===== src/msq_pkg.sv =====
// Package: constants for the multi-slope converter sequencer
package msq_pkg;
    // Sequence counter
    localparam int             CNT_W      = 11;
    localparam logic [10:0]    CNT_IDLE   = 11'h000;
    localparam logic [10:0]    CNT_FIRST  = 11'h001;
    localparam logic [10:0]    CNT_LAST   = 11'h71B;  // 1819, 1820 counts
    // Zero-integrate lead-in and integrate lengths
    localparam logic [10:0]    ZI_PRE_60  = 11'h06F;  // 111 clocks
    localparam logic [10:0]    ZI_PRE_50  = 11'h001;  // 1 clock
    localparam logic [10:0]    INT_LEN_60 = 11'h221;  // 545 counts
    localparam logic [10:0]    INT_LEN_50 = 11'h28F;  // 655 counts
    localparam logic [10:0]    ZI_POST    = 11'h014;  // 20 closing clocks
    // Deintegrate windows (start, max end), index 0 = first phase
    localparam logic [3:0][10:0] DW_START = {11'h661, 11'h5C1, 11'h529, 11'h291};
    localparam logic [3:0][10:0] DW_END   = {11'h707, 11'h650, 11'h5B0, 11'h510};
    // Results counter, in eighths of a count
    localparam int             ACC_W      = 21;
    localparam int             RES_W      = 19;
    localparam logic [3:0][9:0] STEP      = {10'h001, 10'h008, 10'h040, 10'h200};
    // Start bit self-clear
    localparam logic [2:0]     START_HOLD = 3'h5;
    // Command register bit positions
    localparam int             CMD_START  = 7;
    localparam int             CMD_50HZ   = 6;
    localparam int             CMD_SLEEP  = 5;
    localparam int             CMD_ZERO   = 4;
    localparam int             CMD_SEL_LO = 2;
    localparam int             CMD_SEL_HI = 1;
    // Register select codes {reg_select_high, reg_select_low}
    localparam logic [1:0]     SEL_OUT0   = 2'h0;
    localparam logic [1:0]     SEL_OUT1   = 2'h1;
    localparam logic [1:0]     SEL_STAT   = 2'h2;
    localparam logic [7:0]     RD_INVALID = 8'h00;
    // Status bit positions
    localparam int             ST_CLASH   = 7;
    localparam int             ST_EOC     = 6;
    localparam int             ST_INTEG   = 5;
    localparam int             ST_SLEEP   = 4;
    localparam int             ST_LOW     = 3;
    localparam logic [7:0]     CMD_RESET  = 8'h00;
    localparam logic [11:0]    PIN_IDLE   = 12'h007;  // cs_n, rd_n, wr_n high
    // Conversion phases
    typedef enum logic [2:0] {
        PH_ZERO, PH_INTEG, PH_DEINT, PH_REST, PH_TIMES_EIGHT
    } msq_phase_e;
endpackage


===== src/msq_acc_if.sv =====
// Interface: results counter control and value
`timescale 1ns/1ps
interface msq_acc_if;
    logic                      clr;
    logic                      en;
    logic                      up;
    logic [1:0]                step_sel;
    logic [msq_pkg::ACC_W-1:0] value;
    modport ctl (output clr, output en, output up, output step_sel, input value);
    modport acc (input clr, input en, input up, input step_sel, output value);
endinterface


===== src/msq_acc.sv =====
// Up/down results counter with per-phase step
`timescale 1ns/1ps
module msq_acc (
    // Clock and reset
    input  wire logic clk,
    input  wire logic rst_n,
    // Control and value
    msq_acc_if.acc    acc
);
    import msq_pkg::*;
    logic [ACC_W-1:0] step;

    // Step weight in eighths: 64, 8, 1, 1/8 counts
    assign step = {{(ACC_W-10){1'b0}}, STEP[acc.step_sel]};

    // Clear wins; direction set by deintegrate polarity
    always_ff @(posedge clk) begin
        if (!rst_n) begin
            acc.value <= '0;
        end else if (acc.clr) begin
            acc.value <= '0;
        end else if (acc.en) begin
            acc.value <= acc.up ? acc.value + step : acc.value - step;
        end
    end
endmodule // msq_acc


===== src/msq_seq.sv =====
// Multi-slope converter sequencer, results and status readout
`timescale 1ns/1ps
module msq_seq (
    // Clock and reset
    input  wire logic       clk,
    input  wire logic       rst_n,
    // Parallel bus pins
    input  wire logic       cs_n,
    input  wire logic       rd_n,
    input  wire logic       wr_n,
    input  wire logic [7:0] d_in,
    output logic      [7:0] d_out,
    output logic            d_oe,
    // Comparator, high when integrator is positive
    input  wire logic       comp,
    // Analog switch controls
    output logic            sw_zero,
    output logic            sw_integ,
    output logic            sw_deint_pos,
    output logic            sw_deint_neg,
    output logic            sw_rest,
    output logic            sw_times_eight,
    output logic            sw_short_in,
    // Status lines
    output logic            eoc,
    output logic            osc_stop
);
    import msq_pkg::*;

    // Synchronised pins
    logic [11:0]      pins;
    logic [11:0]      pins_s;
    logic             cs_s;
    logic             rd_s;
    logic             wr_s;
    logic [7:0]       d_s;
    logic             comp_s;
    // Command register
    logic             start_q;
    logic [2:0]       start_age_q;
    logic             f50_q;
    logic             sleep_cmd_q;
    logic             zero_q;
    logic [1:0]       sel_q;
    // Sequencer state
    logic [CNT_W-1:0] cnt_q;
    logic             conv50_q;
    logic             dir_q;
    logic             deint_on_q;
    logic [1:0]       win_q;
    logic             sleep_q;
    // Bus tracking
    logic             wr_prev_q;
    logic             rd_prev_q;
    logic             clash_q;
    logic [RES_W-1:0] res_q;
    // Decodes
    logic             begin_conv;
    logic             wr_take;
    logic             rd_act;
    logic             rd_end;
    logic             xfer;
    logic [10:0]      int_start;
    logic [10:0]      int_end;
    logic             in_integ;
    logic             in_win;
    logic             in_times_eight;
    logic             win_open;
    logic             win_close;
    logic [1:0]       win_idx;
    msq_phase_e       phase;
    logic [7:0]       rd_mux;

    msq_acc_if acc_bus ();

    // Pins from outside the clock domain
    assign pins = {d_in, comp, wr_n, rd_n, cs_n};
    genvar gi;
    generate
        for (gi = 0; gi < 12; gi++) begin : g_sync
            msq_sync #(.RST(PIN_IDLE[gi])) u_sync (
                .clk   (clk),
                .rst_n (rst_n),
                .pin   (pins[gi]),
                .level (pins_s[gi])
            );
        end
    endgenerate
    assign cs_s   = pins_s[0];
    assign rd_s   = pins_s[1];
    assign wr_s   = pins_s[2];
    assign comp_s = pins_s[3];
    assign d_s    = pins_s[11:4];

    // Bus strobes
    assign wr_take = wr_s && !wr_prev_q && !cs_s;
    assign rd_act  = !cs_s && !rd_s;
    assign rd_end  = rd_s && !rd_prev_q;

    always_ff @(posedge clk) begin
        if (!rst_n) begin
            wr_prev_q <= 1'b1;
            rd_prev_q <= 1'b1;
        end else begin
            wr_prev_q <= wr_s;
            rd_prev_q <= rd_s || cs_s;
        end
    end

    // Command register; start self-clears, a new write wins
    always_ff @(posedge clk) begin
        if (!rst_n) begin
            start_q     <= CMD_RESET[CMD_START];
            f50_q       <= CMD_RESET[CMD_50HZ];
            sleep_cmd_q <= CMD_RESET[CMD_SLEEP];
            zero_q      <= CMD_RESET[CMD_ZERO];
            sel_q       <= SEL_OUT0;
        end else if (wr_take) begin
            start_q     <= d_s[CMD_START];
            f50_q       <= d_s[CMD_50HZ];
            sleep_cmd_q <= d_s[CMD_SLEEP];
            zero_q      <= d_s[CMD_ZERO];
            sel_q       <= {d_s[CMD_SEL_HI], d_s[CMD_SEL_LO]};
        end else if (start_age_q == START_HOLD) begin
            start_q     <= 1'b0;
        end
    end

    // Start bit is checked only at the idle count
    assign begin_conv = (cnt_q == CNT_IDLE) && start_q && !sleep_q;

    // Age of the start bit since the conversion took it
    always_ff @(posedge clk) begin
        if (!rst_n) begin
            start_age_q <= '0;
        end else if (begin_conv) begin
            start_age_q <= 3'h1;
        end else if (start_age_q != '0 && start_age_q != START_HOLD) begin
            start_age_q <= start_age_q + 3'h1;
        end else begin
            start_age_q <= '0;
        end
    end

    // Sequence counter: idles at zero, runs 1820 counts
    always_ff @(posedge clk) begin
        if (!rst_n) begin
            cnt_q <= CNT_IDLE;
        end else if (cnt_q == CNT_IDLE) begin
            cnt_q <= begin_conv ? CNT_FIRST : CNT_IDLE;
        end else if (cnt_q == CNT_LAST) begin
            cnt_q <= CNT_IDLE;
        end else begin
            cnt_q <= cnt_q + 11'h001;
        end
    end

    // Line frequency held for the whole conversion
    always_ff @(posedge clk) begin
        if (!rst_n) begin
            conv50_q <= 1'b0;
        end else if (begin_conv) begin
            conv50_q <= f50_q;
        end
    end

    // Both modes end integration at the same count
    assign int_start = conv50_q ? ZI_PRE_50 + 11'h001 : ZI_PRE_60 + 11'h001;
    assign int_end   = conv50_q ? ZI_PRE_50 + INT_LEN_50 : ZI_PRE_60 + INT_LEN_60;
    assign in_integ  = (cnt_q >= int_start) && (cnt_q <= int_end);

    // Window decode over the four deintegrate slots
    always_comb begin
        in_win    = 1'b0;
        in_times_eight = 1'b0;
        win_open  = 1'b0;
        win_close = 1'b0;
        win_idx   = 2'h0;
        for (int k = 0; k < 4; k++) begin
            if (cnt_q >= DW_START[k] && cnt_q <= DW_END[k]) begin
                in_win  = 1'b1;
                win_idx = 2'(k);
            end
            if (cnt_q + 11'h001 == DW_START[k]) begin
                win_open = 1'b1;
                win_idx  = 2'(k);
            end
            if (cnt_q == DW_END[k]) begin
                win_close = 1'b1;
            end
            // Times-eight fills the gap before windows two to four
            if (k > 0 && cnt_q > DW_END[k-1] && cnt_q < DW_START[k]) begin
                in_times_eight = 1'b1;
            end
        end
    end

    // Polarity sample at integrate end and at the end of windows one to three
    always_ff @(posedge clk) begin
        if (!rst_n) begin
            dir_q <= 1'b0;
        end else if (cnt_q == int_end || (win_close && win_idx != 2'h3)) begin
            dir_q <= comp_s;
        end
    end

    // Deintegrate runs from window start to crossing or maximum
    always_ff @(posedge clk) begin
        if (!rst_n) begin
            deint_on_q <= 1'b0;
            win_q      <= 2'h0;
        end else if (win_open) begin
            deint_on_q <= 1'b1;
            win_q      <= win_idx;
        end else if (deint_on_q && (comp_s != dir_q || win_close)) begin
            deint_on_q <= 1'b0;
        end
    end

    // Present phase; crossing cycle still deintegrates
    always_comb begin
        if (in_integ) begin
            phase = PH_INTEG;
        end else if (in_win && deint_on_q) begin
            phase = PH_DEINT;
        end else if (in_win) begin
            phase = PH_REST;
        end else if (in_times_eight) begin
            phase = PH_TIMES_EIGHT;
        end else begin
            phase = PH_ZERO;
        end
    end

    // Switch drive from phase and deintegrate polarity
    always_comb begin
        sw_zero      = 1'b0;
        sw_integ     = 1'b0;
        sw_deint_pos = 1'b0;
        sw_deint_neg = 1'b0;
        sw_rest      = 1'b0;
        sw_times_eight = 1'b0;
        case (phase)
            PH_ZERO:  sw_zero = 1'b1;
            PH_INTEG: sw_integ = 1'b1;
            PH_DEINT: begin
                sw_deint_pos = dir_q;
                sw_deint_neg = !dir_q;
            end
            PH_REST:  sw_rest = 1'b1;
            PH_TIMES_EIGHT: sw_times_eight = 1'b1;
            default:  sw_zero = 1'b1;
        endcase
    end
    assign sw_short_in = zero_q;

    // Results counter drive
    assign acc_bus.clr      = begin_conv;
    assign acc_bus.en       = (phase == PH_DEINT);
    assign acc_bus.up       = dir_q;
    assign acc_bus.step_sel = win_q;

    msq_acc u_acc (
        .clk   (clk),
        .rst_n (rst_n),
        .acc   (acc_bus)
    );

    // Transfer at the last count, as the counter returns to idle
    assign xfer = (cnt_q == CNT_LAST);

    always_ff @(posedge clk) begin
        if (!rst_n) begin
            res_q <= '0;
        end else if (xfer) begin
            res_q <= acc_bus.value[RES_W-1:0];
        end
    end

    // Clash flag: a new result under a read sets, set beats clear
    always_ff @(posedge clk) begin
        if (!rst_n) begin
            clash_q <= 1'b0;
        end else if (xfer && rd_act) begin
            clash_q <= 1'b1;
        end else if (rd_end && sel_q == SEL_STAT) begin
            clash_q <= 1'b0;
        end
    end

    // Sleep entered only with the conversion complete
    always_ff @(posedge clk) begin
        if (!rst_n) begin
            sleep_q <= 1'b0;
        end else begin
            sleep_q <= sleep_cmd_q && (cnt_q == CNT_IDLE);
        end
    end

    // Read data select; eighths sit in the status low bits
    always_comb begin
        case (sel_q)
            SEL_OUT0: rd_mux = res_q[10:3];
            SEL_OUT1: rd_mux = {res_q[RES_W-1], res_q[17:11]};
            SEL_STAT: begin
                rd_mux           = {5'h00, res_q[2:0]};
                rd_mux[ST_CLASH] = clash_q;
                rd_mux[ST_EOC]   = (cnt_q == CNT_IDLE);
                rd_mux[ST_INTEG] = in_integ;
                rd_mux[ST_SLEEP] = sleep_q;
                rd_mux[ST_LOW]   = 1'b0;
            end
            default:  rd_mux = RD_INVALID;
        endcase
    end

    // Registered bus drive; data reload from the select every cycle, during a read too
    always_ff @(posedge clk) begin
        if (!rst_n) begin
            d_out    <= '0;
            d_oe     <= 1'b0;
            eoc      <= 1'b1;
            osc_stop <= 1'b0;
        end else begin
            d_out    <= rd_mux;
            d_oe     <= rd_act;
            eoc      <= (cnt_q == CNT_IDLE);
            osc_stop <= sleep_q;
        end
    end
endmodule // msq_seq


===== src/msq_sync.sv =====
// Three-stage pin synchroniser with agreement filter
`timescale 1ns/1ps
module msq_sync #(
    parameter logic RST = 1'b0
) (
    // Clock and reset
    input  wire logic clk,
    input  wire logic rst_n,
    // Pin and clean level
    input  wire logic pin,
    output logic      level
);
    logic s1_q;
    logic s2_q;
    logic s3_q;

    // First stage feeds only the second
    always_ff @(posedge clk) begin
        if (!rst_n) begin
            s1_q <= RST;
            s2_q <= RST;
            s3_q <= RST;
        end else begin
            s1_q <= pin;
            s2_q <= s1_q;
            s3_q <= s2_q;
        end
    end

    // Change counts once stages two and three agree
    always_ff @(posedge clk) begin
        if (!rst_n) begin
            level <= RST;
        end else if (s2_q == s3_q) begin
            level <= s3_q;
        end
    end
endmodule // msq_sync


===== config.mk =====
export PLATFORM = sky130hd
export DESIGN_NAME = msq_seq
export DESIGN_NICKNAME = d
export VERILOG_FILES = /design/src/msq_pkg.sv /design/src/msq_acc_if.sv /design/src/msq_acc.sv /design/src/msq_seq.sv /design/src/msq_sync.sv
export SDC_FILE = /design/constraint.sdc
export NUM_CORES = 1
export LEC_CHECK = 0
export BUFFER_PORTS_ARGS = -buffer_cell sky130_fd_sc_hd__buf_2
export CAP_MARGIN = 40
export CORE_ASPECT_RATIO = 0.75
export CORE_MARGIN = 3
export CORE_UTILIZATION = 55
export DETAILED_ROUTE_END_ITERATION = 12
export MAX_ROUTING_LAYER = met4
export PLACE_DENSITY = 0.75
export RECOVER_POWER = 25
export REMOVE_ABC_BUFFERS = 1
export SYNTH_ARGS = -nofsm -noshare
export SYNTH_HDL_FRONTEND = slang
export SYNTH_SLANG_ARGS = --single-unit

===== constraint.sdc =====
create_clock -name clk -period 3 [get_ports clk]
set_clock_uncertainty 0.2 [all_clocks]
set_input_delay 0.45 -clock clk [delete_from_list [all_inputs] [get_ports clk]]
set_output_delay 0.45 -clock clk [all_outputs]
set_load 0.1 [all_outputs]

==> run metrics, run 1 <==
Die Area 12400 um^2; Core ar. 10500 um^2; CTS Sinks 118; final slew viol count 0; CTS tree yes; area leader, netlist dfxtp_1; share of layout cells above drive strength 1 0.237; Seq/Total Area, Yosys 0.388; Cell Count, Final, Fillers Out 956; Crit Path Max Fanout 5; GRT Overall Usage 0.283; IO buf count 29; critical path class flip-flop to primary output; Post-Route WL 17500 um; Fmax achieved 312 MHz; CTS Buf Count 17; NumNets Final 851; die height 97.1 um; placed cell count 911; Final Cycle Share 1.07; Slew @ Worst Pin 0.961 ns; via count 5879; Mapped Cells 730; async set or reset register ratio after synthesis 0; drc violations 0; vias per cell 6.15; setup ws final -0.204 ns; first-pass GRT wire length 27600 um; Max Cap Viol 0; Worst setup SP type flip-flop; Initial Utilization 0.578; vias in the first global route 5515; YS warnings 0; drt pass-1 iters 5; area of the mapped netlist 6090 um^2; status finished with violations; most frequent cells in the layout dfxtp_1 (106), nand2_1 (82), nor2_1 (66); leak pwr 0.00302 uW; largest net degree at the start of global routing 29; Tmin final 3.20 ns; mean post-synth cell area 8.34 um^2; die span in x 128 um; CTS max path bufs 2; VDD IR max 0.480 mV; Wirelength per Cell 18.3 um; worst path arrival time 2.55 ns; Clock Latency Late Sink 0.42 ns; hold buffers post-CTS 0; flops & latches, synth 118; Pwr Density 469 nW/um^2; Worst EP required 2.35 ns; R2R depth 12; antenna cells 0; Worst Hold Depth 2; most common cell after layout, fill and taps aside dfxtp_1; Crit. End Element primary output; number of flops mapped to enable cells by yosys 0; ys flop type dfxtp_1; P&R area growth vs syn 27.6%; IO Pins 32; total power 3640 uW; Initial DRC Count 553; Synth area leaders dfxtp_1 (39%), ha_1 (6.0%), nand2_1 (5.1%); Clock Pin Slew Worst Setup and Hold Paths 0.06 ns; worst min-delay path class input pin to flip-flop; H-tree Lvls 4; area share of the largest cell type after synthesis 0.388; Root Driver clkbuf_16; GR Overflow Total 0; num rows 32; Synth cell types 69; Slew headroom 0.359; failing checks negative setup slack; dpl hpwl 11600 um; gpl congestion 0.977; final setup fails 5; Antenna Nets Post-Route 0; initial antenna violation count 0; Hold Fails Final Rpt 0; RSZ-0062 raised after global routing yes
## layout make-up
| cell class | count | area (um^2) |
|---|---|---|
| Multi-Input combinational cell | 543 | 3720 |
| Fill cell | 756 | 2760 |
| Clock inverter | 14 | 139 |
| Sequential cell | 118 | 2380 |
| Inverter | 24 | 92.6 |
| Clock buffer | 18 | 439 |
| Timing Repair Buffer | 103 | 825 |
| Tap cell | 136 | 170 |
## cells in the mapped netlist, types with 3 or more instances
library cell  number
o21a_1             6
and4_1             3
dfxtp_1          118
o211ai_1           4
nand2b_1          17
o2111ai_1          4
a31oi_1            9
nand2_1           82
a21o_1             6
o31ai_1            3
or3_1              7
nor4_1            13
buf_2             15
nor2b_1            8
a21oi_1           58
inv_1             21
nand3b_1           5
clkbuf_1          28
a211oi_1           8
nand4_1            9
nor3_1            16
o21ai_0           27
xnor2_1           16
o31a_1             4
nand3_1           23
or4_1              4
o22a_1             3
mux2i_1           26
and2_1            25
nor2_1            71
a211o_1            3
ha_1              29
and3_1             7
## metrics by stage
| stage | TNS [ns] | hold slack, ns | worst slack [ns] | util | area, um^2 |
|---|---|---|---|---|---|
| 5_1_grt | -1.48 | 0.0132 | -0.302 | 0.738 | 7770 |
| 3_5_place_dp | -0.00633 | 0.197 | -0.00633 | 0.643 | 6770 |
| 3_3_place_gp | 0 | 0.189 | 0.0849 | 0.643 | 6770 |
| 2_1_floorplan | -45.68 | 0.186 | -2.41 | - | 5890 |
| 4_1_cts | -0.756 | 0.000947 | -0.185 | 0.719 | 7570 |
| 6_report | -0.824 | 0.00840 | -0.204 | 0.738 | 7770 |
## registers in the layout, indices dropped and copies added, names as in the netlist, 8 cells and up
signal               count
g_sync.u_sync.s2_q      10
g_sync.u_sync.s1_q      10
res_q                   19
cnt_q                   11
g_sync.u_sync.s3_q      10
g_sync.u_sync.level     10
u_acc.acc.value         19
d_out                    8
## where the power goes
part           switching (uW)  total (uW)  internal, uW  leakage, uW
clock network             820        2000          1180     0.000277
registers                6.34        1590          1580     0.000963
logic                    34.6        53.6          19.0      0.00178
## repair_timing
| action | 4_1_cts | 5_1_grt |
|---|---|---|
| pin swaps | 6 | 14 |
| setup buffers | 9 | 4 |
| resized for setup | 39 | 37 |
| setup endpoints to repair | 10 | 17 |
| cloned | 0 | 0 |
## critical path, stage by stage, from the launching register on
cell and delay, ns:
dfxtp_4 0.37, buf_4 0.14, nor4_4 0.37, nand4_1 0.19, a31oi_2 0.29, nor4_4 0.09, or3_4 0.38, nor2_4 0.12
buf_12 0.18
## worst paths after layout
kind / startpoint / endpoint / slack, ns
min reg2reg: g_sync[2].u_sync.s1_q / g_sync[2].u_sync.s2_q / 0.21
max: cnt_q[1] / sw_deint_neg / -0.20
min: cs_n / g_sync[0].u_sync.s1_q / 0.008
max reg2reg: acc_bus.step_sel[1] / u_acc.acc.value[10] / 0.05
## per-layer routing
| metal | up-vias | wire length [um] | GRT usage |
|---|---|---|---|
| li1 | 2769 | - | - |
| met1 | 2780 | 7530 | 0.367 |
| met2 | 280 | 8130 | 0.429 |
| met3 | 50 | 1430 | 0.0775 |
| met4 | 0 | 389 | 0.0940 |
| met5 | - | 0 | - |
## kinds of logic after synthesis
family | after synthesis | share of synthesized area
xor gates and xnor gates | 18 | 0.0259
adders and majority gates | 30 | 0.0629
buffers and inverters | 69 | 0.0481
and+or+nand+nor | 305 | 0.256
muxes | 27 | 0.0446
AOI/OAI and AO/OA | 163 | 0.175
DFF | 118 | 0.388
Power figures use the tool's default switching activity.
==> run 2, diff against run 1 <==
--- a/config.mk
+++ b/config.mk
@@ -5,11 +5,14 @@
 export SDC_FILE = /design/constraint.sdc
 export NUM_CORES = 1
 export LEC_CHECK = 0
+export ABC_CLOCK_PERIOD_IN_PS = 3000
 export BUFFER_PORTS_ARGS = -buffer_cell sky130_fd_sc_hd__buf_2
 export CAP_MARGIN = 40
+export CELL_PAD_IN_SITES_DETAIL_PLACEMENT = 2
+export CELL_PAD_IN_SITES_GLOBAL_PLACEMENT = 2
 export CORE_ASPECT_RATIO = 0.75
 export CORE_MARGIN = 3
-export CORE_UTILIZATION = 55
+export CORE_UTILIZATION = 34
 export DETAILED_ROUTE_END_ITERATION = 12
 export MAX_ROUTING_LAYER = met4
 export PLACE_DENSITY = 0.75
==> run 2 against run 1 <==
The run still ends with negative setup slack left. Utilization decreased by 25 points. Fmax fell by 2.8%. Count of clock-buffer cells in the layout stayed put. Routed wire length grew 56%. Critical path depth is the same. Critical path type unchanged. Highest routed layer unchanged.
==> run metrics, run 2 (same netlist as run 1, synthesis figures left out) <==
GRT Overall Usage 0.262; gpl congestion 0.873; final setup fails 10; worst path arrival time 2.64 ns; Hold Path End g_sync[1].u_sync.s1_q; crit-path cells buf_4 > nor2_1 > nand3_2 > a221oi_4 > nor4_4 > or3_4 > nor2_4 > buf_12; setup slack, reg-to-reg -0.09 ns; dpl ws -0.130 ns; R2R Path Start cnt_q[0]; most common cell after layout, fill and taps aside dfxtp_1; leak pwr 0.00324 uW; Slew headroom 0.420; Finished Cell Area 8320 um^2; CTS Sinks 118; Worst setup SP type flip-flop; Pwr Density 454 nW/um^2; setup ws final -0.295 ns; status finished with violations; vias per cell 5.77; Worst EP required 2.35 ns; drt pass-1 iters 5; Worst Hold Launch rd_n; CP max stage cell or3_4; largest net degree at the start of global routing 38; critical path class flip-flop to primary output; first-pass GRT wire length 38500 um; Worst Hold Depth 2; drc violations 0; Wirelength per Cell 25.4 um; NumNets Final 873; Cell Count, Final, Fillers Out 1078; initial antenna violation count 0; Die Area 19600 um^2; share of layout cells above drive strength 1 0.287; R2R depth 13; GR Overflow Total 0; CTS max path bufs 2; failing checks negative setup slack; final slew viol count 0; num rows 41; Crit Path Max Fanout 20; dpl hpwl 15600 um; Final Cycle Share 1.10; die height 122 um; antenna cells 0; VDD IR max 0.307 mV; Max Cap Viol 0; Fmax achieved 303 MHz; worst min-delay path class input pin to flip-flop; vias in the first global route 6710; RSZ-0062 raised after global routing yes; Initial Utilization 0.354; biggest regs res_q x19, u_acc.acc.value x19, cnt_q x11; Root Driver clkbuf_16; capture point of the worst reg-to-reg path acc_bus.step_sel[1]; IO Pins 32; Initial DRC Count 520; CP startpoint cnt_q[4]; Tmin final 3.29 ns; Core ar. 17200 um^2; Area after DPL 6960 um^2; P&R area growth vs syn 36.6%; CTS Buf Count 17; Slew @ Worst Pin 0.869 ns; setup TNS -1.50 ns; crit-path max cell delay 0.44 ns; via count 6221; die span in x 161 um; IO buf count 29; Post-Route WL 27400 um; placed cell count 1020; CTS tree yes; Clock Pin Slew Worst Setup and Hold Paths 0.06 ns; hold_ws 0.0102 ns; Antenna Nets Post-Route 0; H-tree Lvls 4; most frequent cells in the layout dfxtp_1 (105), buf_4 (84), nand2_1 (81); Hold Fails Final Rpt 0; Crit. End Element primary output; Clock Latency Late Sink 0.43 ns
[run 2: cell types whose count changed in the layout (fill, tap and decap cells not counted), moves of 3 or more]
cell,previous run,this run
nand3_1,21,18
a21oi_1,57,54
dfxtp_4,2,6
dfxtp_2,10,7
buf_4,63,84
a21oi_2,0,4
[run 2: worst max path at each step]
stage / to / slack, ns / cells after the start
6_report: sw_deint_neg / -0.29 / 8
3_5_place_dp: acc_bus.step_sel[1] / -0.13 / 8
4_1_cts: sw_deint_pos / -0.23 / 8
3_3_place_gp: u_acc.acc.value[15] / -0.03 / 13
5_1_grt: sw_zero / -0.36 / 9
2_1_floorplan: sw_rest / -2.41 / 5
[run 2: per-stage QoR]
step | utilization | total power [uW]
4_1_cts | 0.461 | 3790
3_5_place_dp | 0.405 | 1680
6_report | 0.484 | 3780
2_1_floorplan | - | 1650
5_1_grt | 0.484 | 3900
3_3_place_gp | 0.405 | 1680
[run 2: where the power goes]
group / leakage, uW / switching (uW) / internal (uW) / total [uW]
logic: 0.00198 / 36.8 / 20.8 / 57.6
clock network: 0.000296 / 863 / 1270 / 2130
registers: 0.000964 / 7.68 / 1580 / 1590
total: 0.00324 / 907 / 2870 / 3780
[run 2: routing by layer]
metal  vias to the layer above  global-route usage  wire (um)
met5                         -                   -          0
met4                         0              0.0965        900
met3                        63              0.0381       1220
met2                       186               0.442      13800
met1                      3181               0.320      11500
li1                       2791                   -          -
[run 2: worst max-delay path: cells and delay by family, from the launching register on]
| family | cells | cell delay (ns) |
|---|---|---|
| AOI/OAI and AO/OA | 1 | 0.37 |
| buffers and inverters | 2 | 0.41 |
| DFF | 1 | 0.34 |
| and+or+nand+nor | 5 | 1.08 |
[run 2: cell type report]
class                   count  area, um^2
well taps                 236         295
multi-input cells         543        3910
clock inverters            14         165
fillers                  1795        8870
inverters                  24        92.6
repair buffers            125        1020
flip-flops and latches    118        2390
clock buffers              18         439
[run 2: repair_timing]
action	4_1_cts	5_1_grt
pin swaps	21	22
setup endpoints to repair	18	24
hold buffers	1	0
resized for setup	61	60
endpoints found under the hold margin	1	0
buffers inserted	17	9
